--- config.mk ---
export PLATFORM = sky130hd
export DESIGN_NAME = cafc_filter_ctrl
export DESIGN_NICKNAME = d
export VERILOG_FILES = /design/src/cafc_pkg.sv /design/src/cafc_filter_ctrl.sv /design/src/cafc_filter_slot.sv
export SDC_FILE = /design/constraint.sdc
export NUM_CORES = 1
export LEC_CHECK = 0
export ABC_AREA = 1
export BUFFER_PORTS_ARGS = -buffer_cell sky130_fd_sc_hd__buf_2
export CAP_MARGIN = 40
export CORE_UTILIZATION = 44
export CTS_BUF_LIST = sky130_fd_sc_hd__clkbuf_2 sky130_fd_sc_hd__clkbuf_4 sky130_fd_sc_hd__clkbuf_8
export DETAILED_ROUTE_END_ITERATION = 12
export GPL_TIMING_DRIVEN = 0
export HOLD_SLACK_MARGIN = 0.06
export PLACE_DENSITY = 0.79
export REMOVE_ABC_BUFFERS = 1
export SLEW_MARGIN = 20
export SYNTH_ARGS = -nofsm -noshare
export SYNTH_HDL_FRONTEND = slang
export SYNTH_SLANG_ARGS = --single-unit
export TNS_END_PERCENT = 30
--- constraint.sdc ---
create_clock -name CLK_IN -period 1.49 [get_ports CLK_IN]
set_clock_uncertainty 0.1 [all_clocks]
set_input_delay 0.2235 -clock CLK_IN [delete_from_list [all_inputs] [get_ports CLK_IN]]
set_output_delay 0.2235 -clock CLK_IN [all_outputs]
set_load 0.01 [all_outputs]
--- src/cafc_pkg.sv ---
// shared constants and types for the acceptance filter control block
package cafc_pkg;

    // ==========================================================
    // register map (byte addresses on the apb bus)
    // ==========================================================
    localparam int OFFSET_WIDTH = 12; // bits of address decoded
    localparam logic [11:0] FILTER_CONTROL_OFFSET = 12'h000; // can_filter_control_0
    localparam logic [11:0] FILTER_STATUS_OFFSET = 12'h004; // refused-write flags

    // ==========================================================
    // filter count and lane layout
    // ==========================================================
    localparam int NUM_FILTERS = 2; // filters 0 and 1 share one word
    localparam int LANE_WIDTH = 8; // one byte lane per filter
    localparam int ENABLE_POS = 7; // enable bit inside a lane
    localparam int MASK_LSB = 5; // mask choice low bit inside a lane
    localparam int MASK_WIDTH = 2; // four acceptance masks
    localparam int TARGET_LSB = 0; // fifo target low bit inside a lane
    localparam int TARGET_WIDTH = 5; // 32 receive fifos
    localparam int STATUS_WIDTH = 2; // one refused flag per filter

    // ==========================================================
    // carrier of one filter's settings
    // ==========================================================
    typedef struct packed {
        logic enable; // filter takes part in acceptance
        logic [1:0] mask_choice; // selects acceptance mask 0..3
        logic [4:0] fifo_target; // receive fifo that stores matches
    } cafc_filter_t;

    // all fields cleared: disabled, mask 0, fifo 0
    localparam cafc_filter_t FILTER_RESET = '{enable: 1'b0, mask_choice: 2'h0,
                                              fifo_target: 5'h00};
    localparam logic [31:0] RDATA_RESET = 32'h0000_0000; // idle read data
    localparam logic [1:0] STATUS_RESET = 2'h0; // no refused write seen

endpackage : cafc_pkg

--- src/cafc_filter_ctrl.sv ---
// apb register block holding the two can acceptance filter settings
//
// Behaviour
// [RL1] one enable bit per filter, bits 15/7
// [RL2] two-bit mask choice, bits 14-13 and 6-5
// [RL3] five-bit fifo target names fifo 0..31
// [RL4] fifo targets at bits 12-8 and 4-0
// [RL5] mask and target fields change only while filter disabled
// [RL6] reset clears every enable, mask, target field
module cafc_filter_ctrl #(
    parameter int ADDR_WIDTH = 12 // apb address bits decoded
) (
    // clock and reset
    input wire logic CLK_IN,
    input wire logic RESET_IN,
    // apb slave request
    input wire logic PSEL_IN,
    input wire logic PENABLE_IN,
    input wire logic PWRITE_IN,
    input wire logic [ADDR_WIDTH-1:0] PADDR_IN,
    input wire logic [31:0] PWDATA_IN,
    input wire logic [3:0] PSTRB_IN,
    // apb slave answer
    output logic [31:0] PRDATA_OUT,
    output logic PREADY_OUT,
    output logic PSLVERR_OUT,
    // settings towards the receive engine
    output cafc_pkg::cafc_filter_t FILTER0_OUT,
    output cafc_pkg::cafc_filter_t FILTER1_OUT
);

    // ==========================================================
    // elaboration checks
    // ==========================================================
    // the decode compares whole offsets, so narrower buses cannot reach them
    if (ADDR_WIDTH < cafc_pkg::OFFSET_WIDTH) begin : g_bad_width
        $error("cafc_filter_ctrl: ADDR_WIDTH too small for register map");
    end

    // ==========================================================
    // declarations
    // ==========================================================
    localparam logic [ADDR_WIDTH-1:0] CONTROL_ADDR =
        ADDR_WIDTH'(cafc_pkg::FILTER_CONTROL_OFFSET); // control word
    localparam logic [ADDR_WIDTH-1:0] STATUS_ADDR =
        ADDR_WIDTH'(cafc_pkg::FILTER_STATUS_OFFSET); // status word

    cafc_pkg::cafc_filter_t setting [cafc_pkg::NUM_FILTERS]; // live settings
    logic [cafc_pkg::NUM_FILTERS-1:0] lane_write; // per-filter write strobe
    logic [cafc_pkg::NUM_FILTERS-1:0] refused; // locked write attempt
    logic [cafc_pkg::STATUS_WIDTH-1:0] refused_flags; // sticky refused flags
    logic [cafc_pkg::STATUS_WIDTH-1:0] next_refused_flags; // flags after this edge
    logic hit_control; // address selects control word
    logic hit_status; // address selects status word
    logic hit_any; // address is mapped
    logic setup_phase; // first cycle of a transfer
    logic access_phase; // completing cycle of a transfer
    logic write_control; // control word written this edge
    logic write_status; // status word written this edge
    logic [31:0] control_word; // assembled control read value
    logic [31:0] status_word; // assembled status read value
    logic [31:0] next_rdata; // read value captured at setup

    // ==========================================================
    // address decode and phases
    // ==========================================================
    assign hit_control = (PADDR_IN == CONTROL_ADDR);
    assign hit_status = (PADDR_IN == STATUS_ADDR);
    assign hit_any = hit_control || hit_status;
    assign setup_phase = PSEL_IN && !PENABLE_IN;
    assign access_phase = PSEL_IN && PENABLE_IN;

    // zero wait states: every access completes in its first access cycle
    assign PREADY_OUT = 1'b1;
    // unmapped addresses answer with an error, writes there are dropped
    assign PSLVERR_OUT = access_phase && !hit_any;

    assign write_control = access_phase && PWRITE_IN && hit_control;
    assign write_status = access_phase && PWRITE_IN && hit_status && PSTRB_IN[0];

    // ==========================================================
    // filter slots, one byte lane each
    // ==========================================================
    // lane n of the word belongs to filter n: 7:0 filter 0, 15:8 filter 1
    for (genvar g = 0; g < cafc_pkg::NUM_FILTERS; g++) begin : g_slot
        assign lane_write[g] = write_control && PSTRB_IN[g];
        cafc_filter_slot u_slot (
            .clk_in(CLK_IN),
            .reset_in(RESET_IN),
            .write_in(lane_write[g]),
            .wdata_in(PWDATA_IN[g*cafc_pkg::LANE_WIDTH +: cafc_pkg::LANE_WIDTH]), // RL4
            .setting_out(setting[g]),
            .refused_out(refused[g])
        );
    end

    // settings straight from the slot flip-flops
    assign FILTER0_OUT = setting[0];
    assign FILTER1_OUT = setting[1];

    // ==========================================================
    // read value assembly
    // ==========================================================
    // upper half reads as zero: only filters 0 and 1 live here
    assign control_word = {16'h0000, setting[1], setting[0]}; // RL4
    assign status_word = {30'h0000_0000, refused_flags};

    always_comb begin
        next_rdata = cafc_pkg::RDATA_RESET;
        if (hit_control) begin
            next_rdata = control_word;
        end else if (hit_status) begin
            next_rdata = status_word;
        end
    end

    // ==========================================================
    // read data register
    // ==========================================================
    // captured in the setup cycle; only this bus can change the fields,
    // so the value still holds when the access phase completes
    always_ff @(posedge CLK_IN or posedge RESET_IN) begin
        if (RESET_IN) begin
            PRDATA_OUT <= cafc_pkg::RDATA_RESET;
        end else if (setup_phase && !PWRITE_IN) begin
            PRDATA_OUT <= next_rdata;
        end else if (setup_phase) begin
            PRDATA_OUT <= cafc_pkg::RDATA_RESET; // writes return zero
        end
    end

    // ==========================================================
    // refused-write flags
    // ==========================================================
    // write one to clear; a refusal in the same cycle wins over the clear
    always_comb begin
        next_refused_flags = refused_flags;
        if (write_status) begin
            next_refused_flags = refused_flags & ~PWDATA_IN[cafc_pkg::STATUS_WIDTH-1:0];
        end
        next_refused_flags = next_refused_flags | refused;
    end

    always_ff @(posedge CLK_IN or posedge RESET_IN) begin
        if (RESET_IN) begin
            refused_flags <= cafc_pkg::STATUS_RESET;
        end else begin
            refused_flags <= next_refused_flags; // RL5
        end
    end

    // ==========================================================
    // checks
    // ==========================================================
    a_ready_every_access: assert property (@(posedge CLK_IN) disable iff (RESET_IN)
        access_phase |-> PREADY_OUT)
        else $error("access phase without ready");
    a_unmapped_error: assert property (@(posedge CLK_IN) disable iff (RESET_IN)
        access_phase && !hit_any |-> PSLVERR_OUT)
        else $error("unmapped access did not report an error");
    a_control_read_value: assert property (@(posedge CLK_IN) disable iff (RESET_IN) // RL4
        setup_phase && !PWRITE_IN && hit_control |=>
            PRDATA_OUT[15:0] == {$past(setting[1]), $past(setting[0])} &&
            PRDATA_OUT[31:16] == 16'h0000)
        else $error("control read returned wrong value");
    a_refused_flag_sets: assert property (@(posedge CLK_IN) disable iff (RESET_IN) // RL5
        refused[0] |=> refused_flags[0])
        else $error("refused write not flagged");
    a_flag_w1c_clears: assert property (@(posedge CLK_IN) disable iff (RESET_IN)
        write_status && PWDATA_IN[1] && !refused[1] |=> !refused_flags[1])
        else $error("status flag not cleared by write one");
    a_enable_bit_placed: assert property (@(posedge CLK_IN) disable iff (RESET_IN) // RL1
        write_control && PSTRB_IN[1] |=> FILTER1_OUT.enable == $past(PWDATA_IN[15]))
        else $error("filter 1 enable not at bit 15");
    a_mask_bits_placed: assert property (@(posedge CLK_IN) disable iff (RESET_IN) // RL2
        write_control && PSTRB_IN[0] && !FILTER0_OUT.enable |=>
            FILTER0_OUT.mask_choice == $past(PWDATA_IN[6:5]))
        else $error("filter 0 mask choice not at bits 6-5");
    a_target_bits_placed: assert property (@(posedge CLK_IN) disable iff (RESET_IN) // RL4
        write_control && PSTRB_IN[1] && !FILTER1_OUT.enable |=>
            FILTER1_OUT.fifo_target == $past(PWDATA_IN[12:8]))
        else $error("filter 1 fifo target not at bits 12-8");
    a_enable0_bit_placed: assert property (@(posedge CLK_IN) disable iff (RESET_IN) // RL1
        write_control && PSTRB_IN[0] |=> FILTER0_OUT.enable == $past(PWDATA_IN[7]))
        else $error("filter 0 enable not at bit 7");
    a_mask1_bits_placed: assert property (@(posedge CLK_IN) disable iff (RESET_IN) // RL2
        write_control && PSTRB_IN[1] && !FILTER1_OUT.enable |=>
            FILTER1_OUT.mask_choice == $past(PWDATA_IN[14:13]))
        else $error("filter 1 mask choice not at bits 14-13");
    a_target0_bits_placed: assert property (@(posedge CLK_IN) disable iff (RESET_IN) // RL4
        write_control && PSTRB_IN[0] && !FILTER0_OUT.enable |=>
            FILTER0_OUT.fifo_target == $past(PWDATA_IN[4:0]))
        else $error("filter 0 fifo target not at bits 4-0");
    // the receive engine must never see a live filter's routing move
    a_live_fields_kept: assert property (@(posedge CLK_IN) disable iff (RESET_IN) // RL5
        write_control && PSTRB_IN[1] && FILTER1_OUT.enable |=>
            $stable(FILTER1_OUT.mask_choice) && $stable(FILTER1_OUT.fifo_target))
        else $error("live filter 1 fields changed");
    a_refused1_flag_sets: assert property (@(posedge CLK_IN) disable iff (RESET_IN) // RL5
        refused[1] |=> refused_flags[1])
        else $error("refused write to filter 1 not flagged");
    a_status_read_value: assert property (@(posedge CLK_IN) disable iff (RESET_IN)
        setup_phase && !PWRITE_IN && hit_status |=>
            PRDATA_OUT == {30'h0000_0000, $past(refused_flags)})
        else $error("status read returned wrong value");
    a_unmapped_reads_zero: assert property (@(posedge CLK_IN) disable iff (RESET_IN)
        setup_phase && !PWRITE_IN && !hit_any |=> PRDATA_OUT == cafc_pkg::RDATA_RESET)
        else $error("unmapped read did not return zero");
    // flags move only on a refusal or a status write
    a_flags_hold_idle: assert property (@(posedge CLK_IN) disable iff (RESET_IN)
        !write_status && refused == '0 |=> $stable(refused_flags))
        else $error("refused flags changed without cause");

    c_write_accepted: cover property (@(posedge CLK_IN) disable iff (RESET_IN)
        write_control && PSTRB_IN[0] && !FILTER0_OUT.enable);
    c_write_refused: cover property (@(posedge CLK_IN) disable iff (RESET_IN)
        refused[1]);
    c_flag_cleared: cover property (@(posedge CLK_IN) disable iff (RESET_IN)
        write_status && (refused_flags != cafc_pkg::STATUS_RESET));
    c_unmapped_access: cover property (@(posedge CLK_IN) disable iff (RESET_IN)
        PSLVERR_OUT);

endmodule // cafc_filter_ctrl

--- src/cafc_filter_slot.sv ---
// one acceptance filter's enable, mask choice and fifo target fields
module cafc_filter_slot (
    // clock and reset
    input wire logic clk_in,
    input wire logic reset_in,
    // write from the bus slave
    input wire logic write_in,
    input wire logic [7:0] wdata_in,
    // settings and refusal indication
    output cafc_pkg::cafc_filter_t setting_out,
    output logic refused_out
);

    // ==========================================================
    // lane decode
    // ==========================================================
    logic next_enable; // enable bit carried by the write
    logic [1:0] next_mask; // mask choice carried by the write
    logic [4:0] next_target; // fifo target carried by the write

    assign next_enable = wdata_in[cafc_pkg::ENABLE_POS];
    assign next_mask = wdata_in[cafc_pkg::MASK_LSB +: cafc_pkg::MASK_WIDTH];
    assign next_target = wdata_in[cafc_pkg::TARGET_LSB +: cafc_pkg::TARGET_WIDTH];

    // ==========================================================
    // enable bit: always writable so software can switch off
    // ==========================================================
    always_ff @(posedge clk_in or posedge reset_in) begin
        if (reset_in) begin
            setting_out.enable <= cafc_pkg::FILTER_RESET.enable; // RL6
        end else if (write_in) begin
            setting_out.enable <= next_enable; // RL1
        end
    end

    // ==========================================================
    // mask and target: locked while the filter is live
    // ==========================================================
    // the lock looks at the enable before the write, so a write that
    // turns the filter on may also load its fields in the same cycle
    always_ff @(posedge clk_in or posedge reset_in) begin
        if (reset_in) begin
            setting_out.mask_choice <= cafc_pkg::FILTER_RESET.mask_choice; // RL6
            setting_out.fifo_target <= cafc_pkg::FILTER_RESET.fifo_target; // RL6
        end else if (write_in && !setting_out.enable) begin
            setting_out.mask_choice <= next_mask; // RL2
            setting_out.fifo_target <= next_target; // RL3
        end
    end

    // a write that tries to change locked fields is flagged
    assign refused_out = write_in && setting_out.enable &&
                         ({next_mask, next_target} !=
                          {setting_out.mask_choice, setting_out.fifo_target}); // RL5

    // ==========================================================
    // checks
    // ==========================================================
    a_fields_locked_on: assert property (@(posedge clk_in) disable iff (reset_in) // RL5
        write_in && setting_out.enable |=> $stable(setting_out.mask_choice) &&
            $stable(setting_out.fifo_target))
        else $error("locked filter fields changed");
    a_fields_take_write: assert property (@(posedge clk_in) disable iff (reset_in) // RL3
        write_in && !setting_out.enable |=> setting_out.fifo_target == $past(next_target) &&
            setting_out.mask_choice == $past(next_mask))
        else $error("unlocked filter fields missed a write");
    a_enable_follows_write: assert property (@(posedge clk_in) disable iff (reset_in) // RL1
        write_in |=> setting_out.enable == $past(next_enable))
        else $error("enable bit did not follow write");
    a_fields_hold_idle: assert property (@(posedge clk_in) disable iff (reset_in) // RL2
        !write_in |=> $stable(setting_out))
        else $error("filter setting changed without a write");
    a_reset_all_zero: assert property (@(posedge clk_in) // RL6
        $fell(reset_in) |-> setting_out == cafc_pkg::FILTER_RESET)
        else $error("filter setting not cleared by reset");

endmodule // cafc_filter_slot

---- Word level (Yosys, flattened, before mapping) ----
Index checks and enable logic that the tools add are counted.
storage, ports and cells
  bits of input ports ..................... 53
  logic and storage cells ................. 43
  bits in registers ....................... 50
  output and inout port bits .............. 50
cells by class
  mux-type cells .......................... 5
  eq/ne operators ......................... 3
  bitwise gates (word level) .............. 3
  reduce and logical (&&, ||, !) cells .... 24
operators with widths
  cell                 number
  $mux 32              2
  $logic_and 1x1->1    16
  $mux 16              1
  $ne 7x7->1           2
  $eq 12x3->1 const B  1
  $logic_not 12->1     1
  $logic_not 1->1      5
  $mux 2               2
  $and 2x2->2          1
  $not 2->2            1
  $or 2x2->2           1
  $reduce_bool 2->1    1
  $logic_or 1x1->1     1

---- Logic depth before layout (Yosys ltp) ----
Gate-level depths: netlist of the first run.
  depth in word-level cells ............... 7
  gate-level depth with buffers ........... 8
  depth with buffers taken out ............ 8

---- Hierarchy ----
Synthesis of the first run repeated with hierarchy kept, for this count alone.
unflattened totals
  cells, all modules ...................... 257
  area, all modules ....................... 1939.4 um^2
modules (own cells, without submodules)
  module            seq. area each (um^2)  area each (um^2)  cells each  instances
  cafc_filter_ctrl  450.4                  1008.5            127         1
  cafc_filter_slot  200.2                  465.4             65          2

---- Least setup slack after synthesis of the first run ----
OpenSTA, ideal clock, no wires.
  path kind ............................... input to output
  start ................................... in PADDR_IN[1]
  end ..................................... out PSLVERR_OUT
  stages on the path ...................... 6
  required time ........................... 1.167 ns
  buffers on the path ..................... 2
  arrival ................................. 1.070 ns
  slack ................................... 0.097 ns
  cells stage by stage .................... or2_4 nor2_8 and2_1 buf_6 buf_12 nor2_1
between the ends
  word-level cells in the longest chain between the ends .. 4
  elaborated cells between the ends (all ways) .. 5
  those cells by class .................... eq/ne (1); reduce/logical (4)
ends and longest elaborated chain
  item                                             line                                            RTL
  from (decl)                                      cafc_filter_ctrl.sv:20                          input wire logic [ADDR_WIDTH-1:0] PADDR_IN,
  $eq 12x3->1 or $logic_not 12->1 (tied branches)  cafc_filter_ctrl.sv:68, cafc_filter_ctrl.sv:67
  $logic_or 1x1->1 (*)                             cafc_filter_ctrl.sv:69                          assign hit_any = hit_control || hit_status;
  $logic_not 1->1 (*)                              cafc_filter_ctrl.sv:76                          assign PSLVERR_OUT = access_phase && !hit_any;
  $logic_and 1x1->1 (*)                            cafc_filter_ctrl.sv:76
  to (decl)                                        cafc_filter_ctrl.sv:26                          output logic PSLVERR_OUT,
Every way passes the cells marked *; elsewhere a longest branch is shown, timed or not.

---- Worst setup path in the final report of the first run ----
Ends and elaborated chain as after synthesis.

==> flow_summary.yaml, run 1 <==
run_status:
  status: "complete, no violations"
power_and_ir_drop:
  power.total_mw: 1.922
  leakage_nw: 1.444
  power.density_nw_per_um2: 794.3
  irDropWorstVdd_mv: 0.4750
layout:
  drive_gt1_frac: 0.3210
  fill_cells: 393
  fin_nets: 376
  area_growth_pct: 25.67
  regArea_um2: 850.8
  n_antenna_cell: 0
  utilization: 0.5922
  layout_common_cells: "nand2_1 (110), buf_2 (67), dfrtp_1 (34)"
  layout_commonest_cell: "nand2_1"
  multiInputGateArea_um2: 909.6
global_route:
  grt_overflow: 0
  grt_max_degree: 35
  grt_pass1_wl_mm: 6.679
  grt_antenna_before_repair: 0
  grt_pass1_vias: 1549
  grt_usage: 0.1961
logic_synthesis:
  netlist_instances: 246
  yosysUniqueCellTypes: 23
  synth_edf_count: 0
  synth.ff_latch_count: 34
  ys.warnings.count: 0
  ys_async_sr_fraction: 1.000
  ys.flop_type: "dfrtp_1"
  synthesis.area_um2: 1926
  avgSynthCellArea_um2: 7.828
  ys_seq_area_frac: 0.4418
worst_setup_path:
  r2r_slack_ns: 0.25
  worstSetupPathType: "input port to output pin"
  worst_path_largest_cell_delay_ns: 0.28
  critPathTopFamily: "simple AND/OR/NAND/NOR gates"
  end_kind: "output pin"
  cp-startpoint: "PADDR_IN[1]"
  r2r_cells: 4
  reg2reg_to: "g_slot[1].u_slot.setting_out[0]$_DFFE_PP0P_"
  cp.required_ns: 1.17
  rr_startpoint: "g_slot[1].u_slot.setting_out[7]$_DFFE_PP0N_"
  slowest_stage: "or2_4"
  start_kind: "input port"
  crit_arrival_ns: 1.09
  path_depth: 6
  cp_common_cell: "buf_2"
  path_buf_inv: 2
  cp_max_fo: 7
  crit_chain: "buf_2, or2_4, nor2_8, and2_4, nor2_1, buf_2"
run:
  drv_cap: 0
clocking:
  ctsLongestPathBuffers: 2
  clk_latency_ns: 0.28
  path_clk_slew_ns: 0.07
  htreeDepth: 2
  cts.sinks: 34
  clockRootBuffer: "clkbuf_8"
  cts_buffers: 5
  cts_tree: "done"
worst_hold_path:
  hold_class: "input port to flop"
  holdPathStages: 3
  whs_endpoint: "g_slot[1].u_slot.setting_out[1]$_DFFE_PP0P_"
  hp-start: "PWDATA_IN[9]"
sta:
  slew_headroom: 0.5298
  setup_viol: 0
  timing.fmax_ghz: 0.7068
  hold_viol_final: 0
  tns_ns: 0
  min_period_over_period: 0.9495
  min_period_ns: 1.415
  finalMaxSlewViolations: 0
  tightest_slew_ns: 0.7043
detailed_routing:
  wl_mm: 4.227
  drt_iter0_markers: 61
  via_per_inst: 4.588
  wl_per_cell_um: 11.30
  antenna_left: 0
  drc: 0
  first_pass_iters: 4
  via_count: 1716
floorplanning:
  pin_count: 103
  rows: 23
  start_util: 0.4712
  die_w_um: 68.16
  die_h_um: 68.16
  die_area_um2: 4645
  core_um2: 4086
placed_design:
  port_buffers: 67
  hpwlAfterDp_mm: 3.058
  place.gp.congestion: 0.7622
-- how the worst max path moves through the flow --
stage	to	slack [ns]
final	PSLVERR_OUT	0.08
after global routing	PSLVERR_OUT	-0.009
after CTS	PSLVERR_OUT	0.004
after detailed placement	PSLVERR_OUT	-0.72
after global placement	PSLVERR_OUT	-0.69
after floorplan	PSLVERR_OUT	-0.17
-- state kept, by name, summed over array words and instances (netlist names) --
signal,count
PRDATA_OUT,16
g_slot.u_slot.setting_out,16
refused_flags,2
-- synth_stat cells (2+ instances only) --
master     n  area [um2]
buf_4     18       135.1
conb_1     2       7.510
dfrtp_1   34       850.8
inv_1     16       60.06
nand2_1  110       412.9
nand3_1   12       60.06
nand3_2   10       100.1
nand4_1    4       25.02
nor2_1    14       52.55
nor2_2     3       18.77
o21ai_0    2       10.01
or2_4      2       17.52
xnor2_1    8       70.07
xor2_1     2       17.52
-- logic make-up after synthesis --
kind of cell           share of synthesized area
buffers and inverters                     0.1241
other                                   0.003900
AND/OR/NAND/NOR                           0.3795
XOR/XNOR                                 0.04549
flip-flops                                0.4418
AO/OA/AOI/OAI                           0.005198
-- final cells by class --
cell class	count	area share
clock buffer	5	0.02844
timing repair buffer	77	0.1753
inverter	17	0.02637
tap	50	0.02585
clock inverter	3	0.01655
sequential	34	0.3516
multi-input combinational	188	0.3759
-- stage by stage --
stage / hold WS [ns] / setup WS (ns) / instances / area (um2)
global route: 0.06959 / -0.008921 / 374 / 2420
CTS: 0.06093 / 0.003575 / 370 / 2382
detailed placement: 0.2809 / -0.7167 / 357 / 2216
floorplan: 0.2331 / -0.1709 / 239 / 1807
finish: 0.06789 / 0.07521 / 374 / 2420
global placement: 0.3434 / -0.6866 / 356 / 2205
-- power breakdown --
part	total (mW)	internal (mW)	switching, mW
Combinational	0.175	0.0675	0.108
Clock	0.824	0.492	0.332
Sequential	0.923	0.923	0.000406
Total	1.92	1.48	0.440
-- repair_timing --
| item | 4_1_cts | 5_1_grt |
|---|---|---|
| endpoints found under the hold margin | 37 | 0 |
| setup endpoints to repair | 15 | 1 |
| gates cloned | 0 | 0 |
| hold buffers | 4 | 0 |
| pin swaps | 1 | 1 |
| gates resized for setup | 4 | 2 |
| buffers inserted | 1 | 4 |
-- routing by layer --
layer  vias up  track usage  wire length [um]
li1        871            -                 -
met1       775       0.2284              1823
met2        65       0.3542              2124
met3         5      0.04000               243
met4         0      0.06510                36
met5         -            0                 0
-- worst min-delay path, cell delays in order --
cell and delay (ns):
buf_2 0.10, nand2_1 0.05, nand2_1 0.04
Power figures use the tool's default switching activity.
==> run 2, diff against run 1 <==
- CTS_BUF_LIST: sky130_fd_sc_hd__clkbuf_2 sky130_fd_sc_hd__clkbuf_4 sky130_fd_sc_hd__clkbuf_8 -> sky130_fd_sc_hd__clkbuf_4 sky130_fd_sc_hd__clkbuf_8 sky130_fd_sc_hd__clkbuf_16
- GPL_TIMING_DRIVEN: 0 -> default
==> run 2 against run 1 <==
Net effect:
- flip-flop and latch count unchanged
- critical path depth is the same
- via count up 3.3%
- count of clock-buffer cells in the layout increased by 1
- design area up 3.4%
- die area stayed put
- global-route usage increased by 1.6 points
- first-iteration DRC count grew 16%
- core utilization is 2.0 points higher
- register-to-register slack got worse by 0.05 ns
- critical endpoint unchanged
==> flow_summary.yaml, run 2 (synthesis results as in run 1) <==
run_status:
  status: "complete, no violations"
worst_setup_path:
  cp-startpoint: "PADDR_IN[1]"
  path_buf_inv: 2
  cp.required_ns: 1.17
  critPathTopFamily: "simple AND/OR/NAND/NOR gates"
  cp_common_cell: "buf_2"
  crit_chain: "buf_2, or2_4, nor2_8, and2_4, nor2_1, buf_2"
  worstSetupPathType: "input port to output pin"
  worst_path_largest_cell_delay_ns: 0.27
  cp_max_fo: 7
  start_kind: "input port"
  rr_startpoint: "g_slot[0].u_slot.setting_out[7]$_DFFE_PP0N_"
  crit_arrival_ns: 1.10
  end_kind: "output pin"
  slowest_stage: "or2_4"
layout:
  area_growth_pct: 29.95
  layout_commonest_cell: "nand2_1"
  reg_top3: "PRDATA_OUT: 16 flops, g_slot.u_slot.setting_out: 16 flops, refused_flags: 2 flops"
  utilization: 0.6124
  layout_common_cells: "nand2_1 (110), buf_2 (67), dfrtp_1 (34)"
  regArea_um2: 850.8
  final_cell_count_no_fill: 382
  n_antenna_cell: 0
  fill_cells: 375
  fin_nets: 384
  finish.instance_area_um2: 2502
  multiInputGateArea_um2: 894.6
  drive_gt1_frac: 0.3193
floorplanning:
  die_w_um: 68.16
  rows: 23
  die_h_um: 68.16
  core_um2: 4086
  start_util: 0.4712
  die_area_um2: 4645
  pin_count: 103
detailed_routing:
  wl_per_cell_um: 11.25
  drt_iter0_markers: 71
  via_per_inst: 4.641
  wl_mm: 4.296
  first_pass_iters: 4
  via_count: 1773
  drc: 0
  antenna_left: 0
global_route:
  grt_pass1_wl_mm: 7.203
  grt_overflow: 0
  grt_usage: 0.2120
  grt_pass1_vias: 1667
  grt_max_degree: 35
  grt_antenna_before_repair: 0
clocking:
  clk_latency_ns: 0.28
  cts_tree: "done"
  ctsLongestPathBuffers: 2
  htreeDepth: 2
  cts.sinks: 34
  path_clk_slew_ns: 0.06
  clockRootBuffer: "clkbuf_8"
  cts_buffers: 5
sta:
  setup_viol: 0
  rsz0062_at_grt: "false"
  hold_viol_final: 0
  min_period_over_period: 0.9528
  min_period_ns: 1.420
  finalMaxSlewViolations: 0
  timing.fmax_ghz: 0.7044
placed_design:
  placed_cells: 367
  hpwlAfterDp_mm: 3.069
  port_buffers: 67
  placed_area_um2: 2287
  place.gp.congestion: 0.8035
power_and_ir_drop:
  irDropWorstVdd_mv: 0.5725
  power.total_mw: 2.158
  power.density_nw_per_um2: 862.4
  leakage_nw: 1.493
worst_hold_path:
  hp-start: "PWDATA_IN[2]"
  hold_class: "input port to flop"
run:
  drv_cap: 0
==> run 2: cell count changes in the layout (fill, tap and decap cells not counted) <==
cell,delta
inv_2,-1
dlygate4sd3_1,+3
inv_1,+1
clkbuf_8,+1
buf_6,-1
clkinv_2,-2
bufinv_16,+1
buf_4,+6
nor2_4,-2
nor2_1,+2
==> run 2: layer usage <==
| layer | vias to the layer above | wire length [um] | global-route usage |
|---|---|---|---|
| met5 | - | 0 | 0 |
| met2 | 80 | 2102 | 0.3627 |
| met3 | 5 | 336 | 0.05833 |
| li1 | 885 | - | - |
| met4 | 0 | 31 | 0.07292 |
| met1 | 803 | 1825 | 0.2537 |
==> run 2: area by class of cell <==
| cell class | instances | share of cell area |
|---|---|---|
| clock buffers | 6 | 0.03300 |
| inverters | 17 | 0.02550 |
| multi-input cells | 188 | 0.3575 |
| clock inverters | 2 | 0.02400 |
| well taps | 50 | 0.02500 |
| flip-flops and latches | 34 | 0.3400 |
| repair buffers | 85 | 0.1950 |
==> run 2: path summary, 6_finish.rpt <==
check / endpoint / slack (ns) / cells after the start
max: PSLVERR_OUT / 0.07 / 6
min: g_slot[0].u_slot.setting_out[2]$_DFFE_PP0P_ / 0.06 / 3
max reg2reg: g_slot[0].u_slot.setting_out[4]$_DFFE_PP0P_ / 0.20 / 4
min reg2reg: PRDATA_OUT[1]$_DFFE_PP0P_ / 0.38 / 2
max in group asynchronous: PRDATA_OUT[3]$_DFFE_PP0P_ / 0.52 / 4
min in group asynchronous: PRDATA_OUT[10]$_DFFE_PP0P_ / 0.46 / 4
==> run 2: through the flow <==
step           hold slack, ns  setup TNS (ns)  setup WS (ns)
2_1_floorplan          0.2331         -0.4876        -0.1709
4_1_cts               0.06001               0       0.003281
3_5_place_dp           0.2410        -0.05289       -0.02175
5_1_grt               0.07696               0       0.006658
3_3_place_gp           0.2346       -0.005104      -0.002930
6_report              0.06415               0        0.07037
==> run 2: worst min-delay path, stage by stage <==
cell     delay (ns)
buf_2          0.09
nand2_1        0.05
nand2_1        0.05
==> run 2: repair_timing <==
item / CTS / global route
setup endpoints to repair: 0 / 1
buffers inserted: 0 / 0
hold buffers: 7 / 0
hold endpoints to repair: 40 / 0
gates resized for setup: 0 / 1
==> run 2: report_power, final <==
part	internal [mW]	total, mW	switching, mW
Clock	0.714	1.05	0.340
Sequential	0.923	0.923	0.000409
Combinational	0.0752	0.181	0.106
Total	1.71	2.16	0.446
==> run 3, diff against run 2 <==
- PLACE_DENSITY: 0.79 -> 0.77
==> run 3 against run 2 <==
Net effect:
- non-clock buffer count down 4
- register-to-register slack better by 0.06 ns
- total power down 1.0%
- combinational power down 3%
- setup slack worse by 0.00061 ns
- critical path depth unchanged
- first-iteration DRC count down 13%
- largest power group unchanged
==> flow_summary.yaml, run 3 (synthesis results as in run 1) <==
sta:
  setup_viol: 0
  timing.fmax_ghz: 0.7041
  rsz0062_at_grt: "false"
  finalMaxSlewViolations: 0
  min_period_ns: 1.420
  tns_ns: 0
  min_period_over_period: 0.9532
  hold_viol_final: 0
layout:
  fin_nets: 380
  layout_common_cells: "nand2_1 (110), buf_2 (67), dfrtp_1 (34)"
  reg_top3: "PRDATA_OUT: 16 flops, g_slot.u_slot.setting_out: 16 flops, refused_flags: 2 flops"
  utilization: 0.6026
  drive_gt1_frac: 0.3232
  n_antenna_cell: 0
  multiInputGateArea_um2: 894.6
  regArea_um2: 850.8
  area_growth_pct: 27.88
  fill_cells: 387
  layout_commonest_cell: "nand2_1"
worst_setup_path:
  crit_arrival_ns: 1.10
  cp_common_cell: "buf_2"
  endpoint: "PSLVERR_OUT"
  rr_startpoint: "g_slot[0].u_slot.setting_out[7]$_DFFE_PP0N_"
  cp.required_ns: 1.17
  reg2reg_to: "g_slot[0].u_slot.setting_out[1]$_DFFE_PP0P_"
  cp-startpoint: "PADDR_IN[1]"
  end_kind: "output pin"
  worst_path_largest_cell_delay_ns: 0.27
  cp_max_fo: 7
  worstSetupPathType: "input port to output pin"
  r2r_cells: 4
  slowest_stage: "or2_4"
  crit_chain: "buf_2, or2_4, nor2_8, and2_4, nor2_1, buf_2"
  r2r_slack_ns: 0.26
  start_kind: "input port"
clocking:
  cts_buffers: 5
  ctsLongestPathBuffers: 2
  htreeDepth: 2
  post_cts_buffers: 0
  cts_tree: "done"
  clk_latency_ns: 0.28
  path_clk_slew_ns: 0.06
  cts.sinks: 34
  clockRootBuffer: "clkbuf_8"
global_route:
  grt_max_degree: 35
  grt_pass1_wl_mm: 7.051
  grt_antenna_before_repair: 0
  grt_overflow: 0
  grt_usage: 0.2022
  grt_pass1_vias: 1633
detailed_routing:
  drc: 0
  via_per_inst: 4.595
  antenna_left: 0
  via_count: 1737
  drt_iter0_markers: 62
  wl_mm: 4.359
  wl_per_cell_um: 11.53
  first_pass_iters: 4
worst_hold_path:
  hold_class: "input port to flop"
floorplanning:
  core_um2: 4086
  die_h_um: 68.16
  rows: 23
  pin_count: 103
  die_area_um2: 4645
  die_w_um: 68.16
  start_util: 0.4712
run_status:
  status: "complete, no violations"
power_and_ir_drop:
  power.density_nw_per_um2: 867.2
  irDropWorstVdd_mv: 0.6811
  leakage_nw: 1.476
placed_design:
  place.gp.congestion: 0.7840
  port_buffers: 67
  hpwlAfterDp_mm: 3.217
run:
  drv_cap: 0
[run 3: worst min-delay path by stage]
stage | startpoint | end | cells after the start
finish | PWDATA_IN[2] | g_slot[0].u_slot.setting_out[2]$_DFFE_PP0P_ | 3
global placement | RESET_IN | PRDATA_OUT[10]$_DFFE_PP0P_ | 3
global route | PWDATA_IN[8] | g_slot[1].u_slot.setting_out[0]$_DFFE_PP0P_ | 3
floorplan | PWDATA_IN[0] | g_slot[0].u_slot.setting_out[0]$_DFFE_PP0P_ | 2
CTS | PWDATA_IN[13] | g_slot[1].u_slot.setting_out[5]$_DFFE_PP0P_ | 3
detailed placement | RESET_IN | PRDATA_OUT[12]$_DFFE_PP0P_ | 3
[run 3: what timing repair did]
item | 4_1_cts | 5_1_grt
setup endpoints to repair | 0 | 1
resized for setup | 0 | 1
hold endpoints to repair | 36 | 0
hold buffers | 3 | 0
[run 3: layer usage]
layer | share of wire | vias up | track usage
li1 | - | 878 | -
met1 | 0.45 | 791 | 0.2432
met2 | 0.48 | 66 | 0.3640
met3 | 0.065 | 2 | 0.04333
met4 | 0.0030 | 0 | 0.04688
met5 | 0 | - | 0
[run 3: final cells by class]
| cell class | instances | area share |
|---|---|---|
| multi-input combinational | 188 | 0.3633 |
| tap | 50 | 0.02541 |
| sequential | 34 | 0.3455 |
| clock buffer | 6 | 0.03354 |
| inverter | 17 | 0.02591 |
| timing repair buffer | 81 | 0.1819 |
| clock inverter | 2 | 0.02439 |
[run 3: stage by stage]
step | area (um2) | hold WS [ns] | instances | power [mW] | setup slack [ns]
after floorplan | 1807 | 0.2331 | 239 | 1.029 | -0.1709
after global placement | 2287 | 0.2374 | 367 | 1.106 | 0.01307
after detailed placement | 2287 | 0.2422 | 367 | 1.109 | 0.01276
after CTS | 2460 | 0.06224 | 378 | 2.160 | 0.008016
after global routing | 2462 | 0.07106 | 378 | 2.218 | 0.03461
final | 2462 | 0.07270 | 378 | 2.135 | 0.06976
[run 3: where the power goes]
part,switching [mW],internal (mW)
combinational,0.106,0.0684
clock,0.324,0.714
sequential,0.000415,0.923
[run 3: worst max-delay path: cells and delay by family]
family / cells / cell delay (ns)
buffers and inverters: 2 / 0.23
AND/OR/NAND/NOR: 4 / 0.65
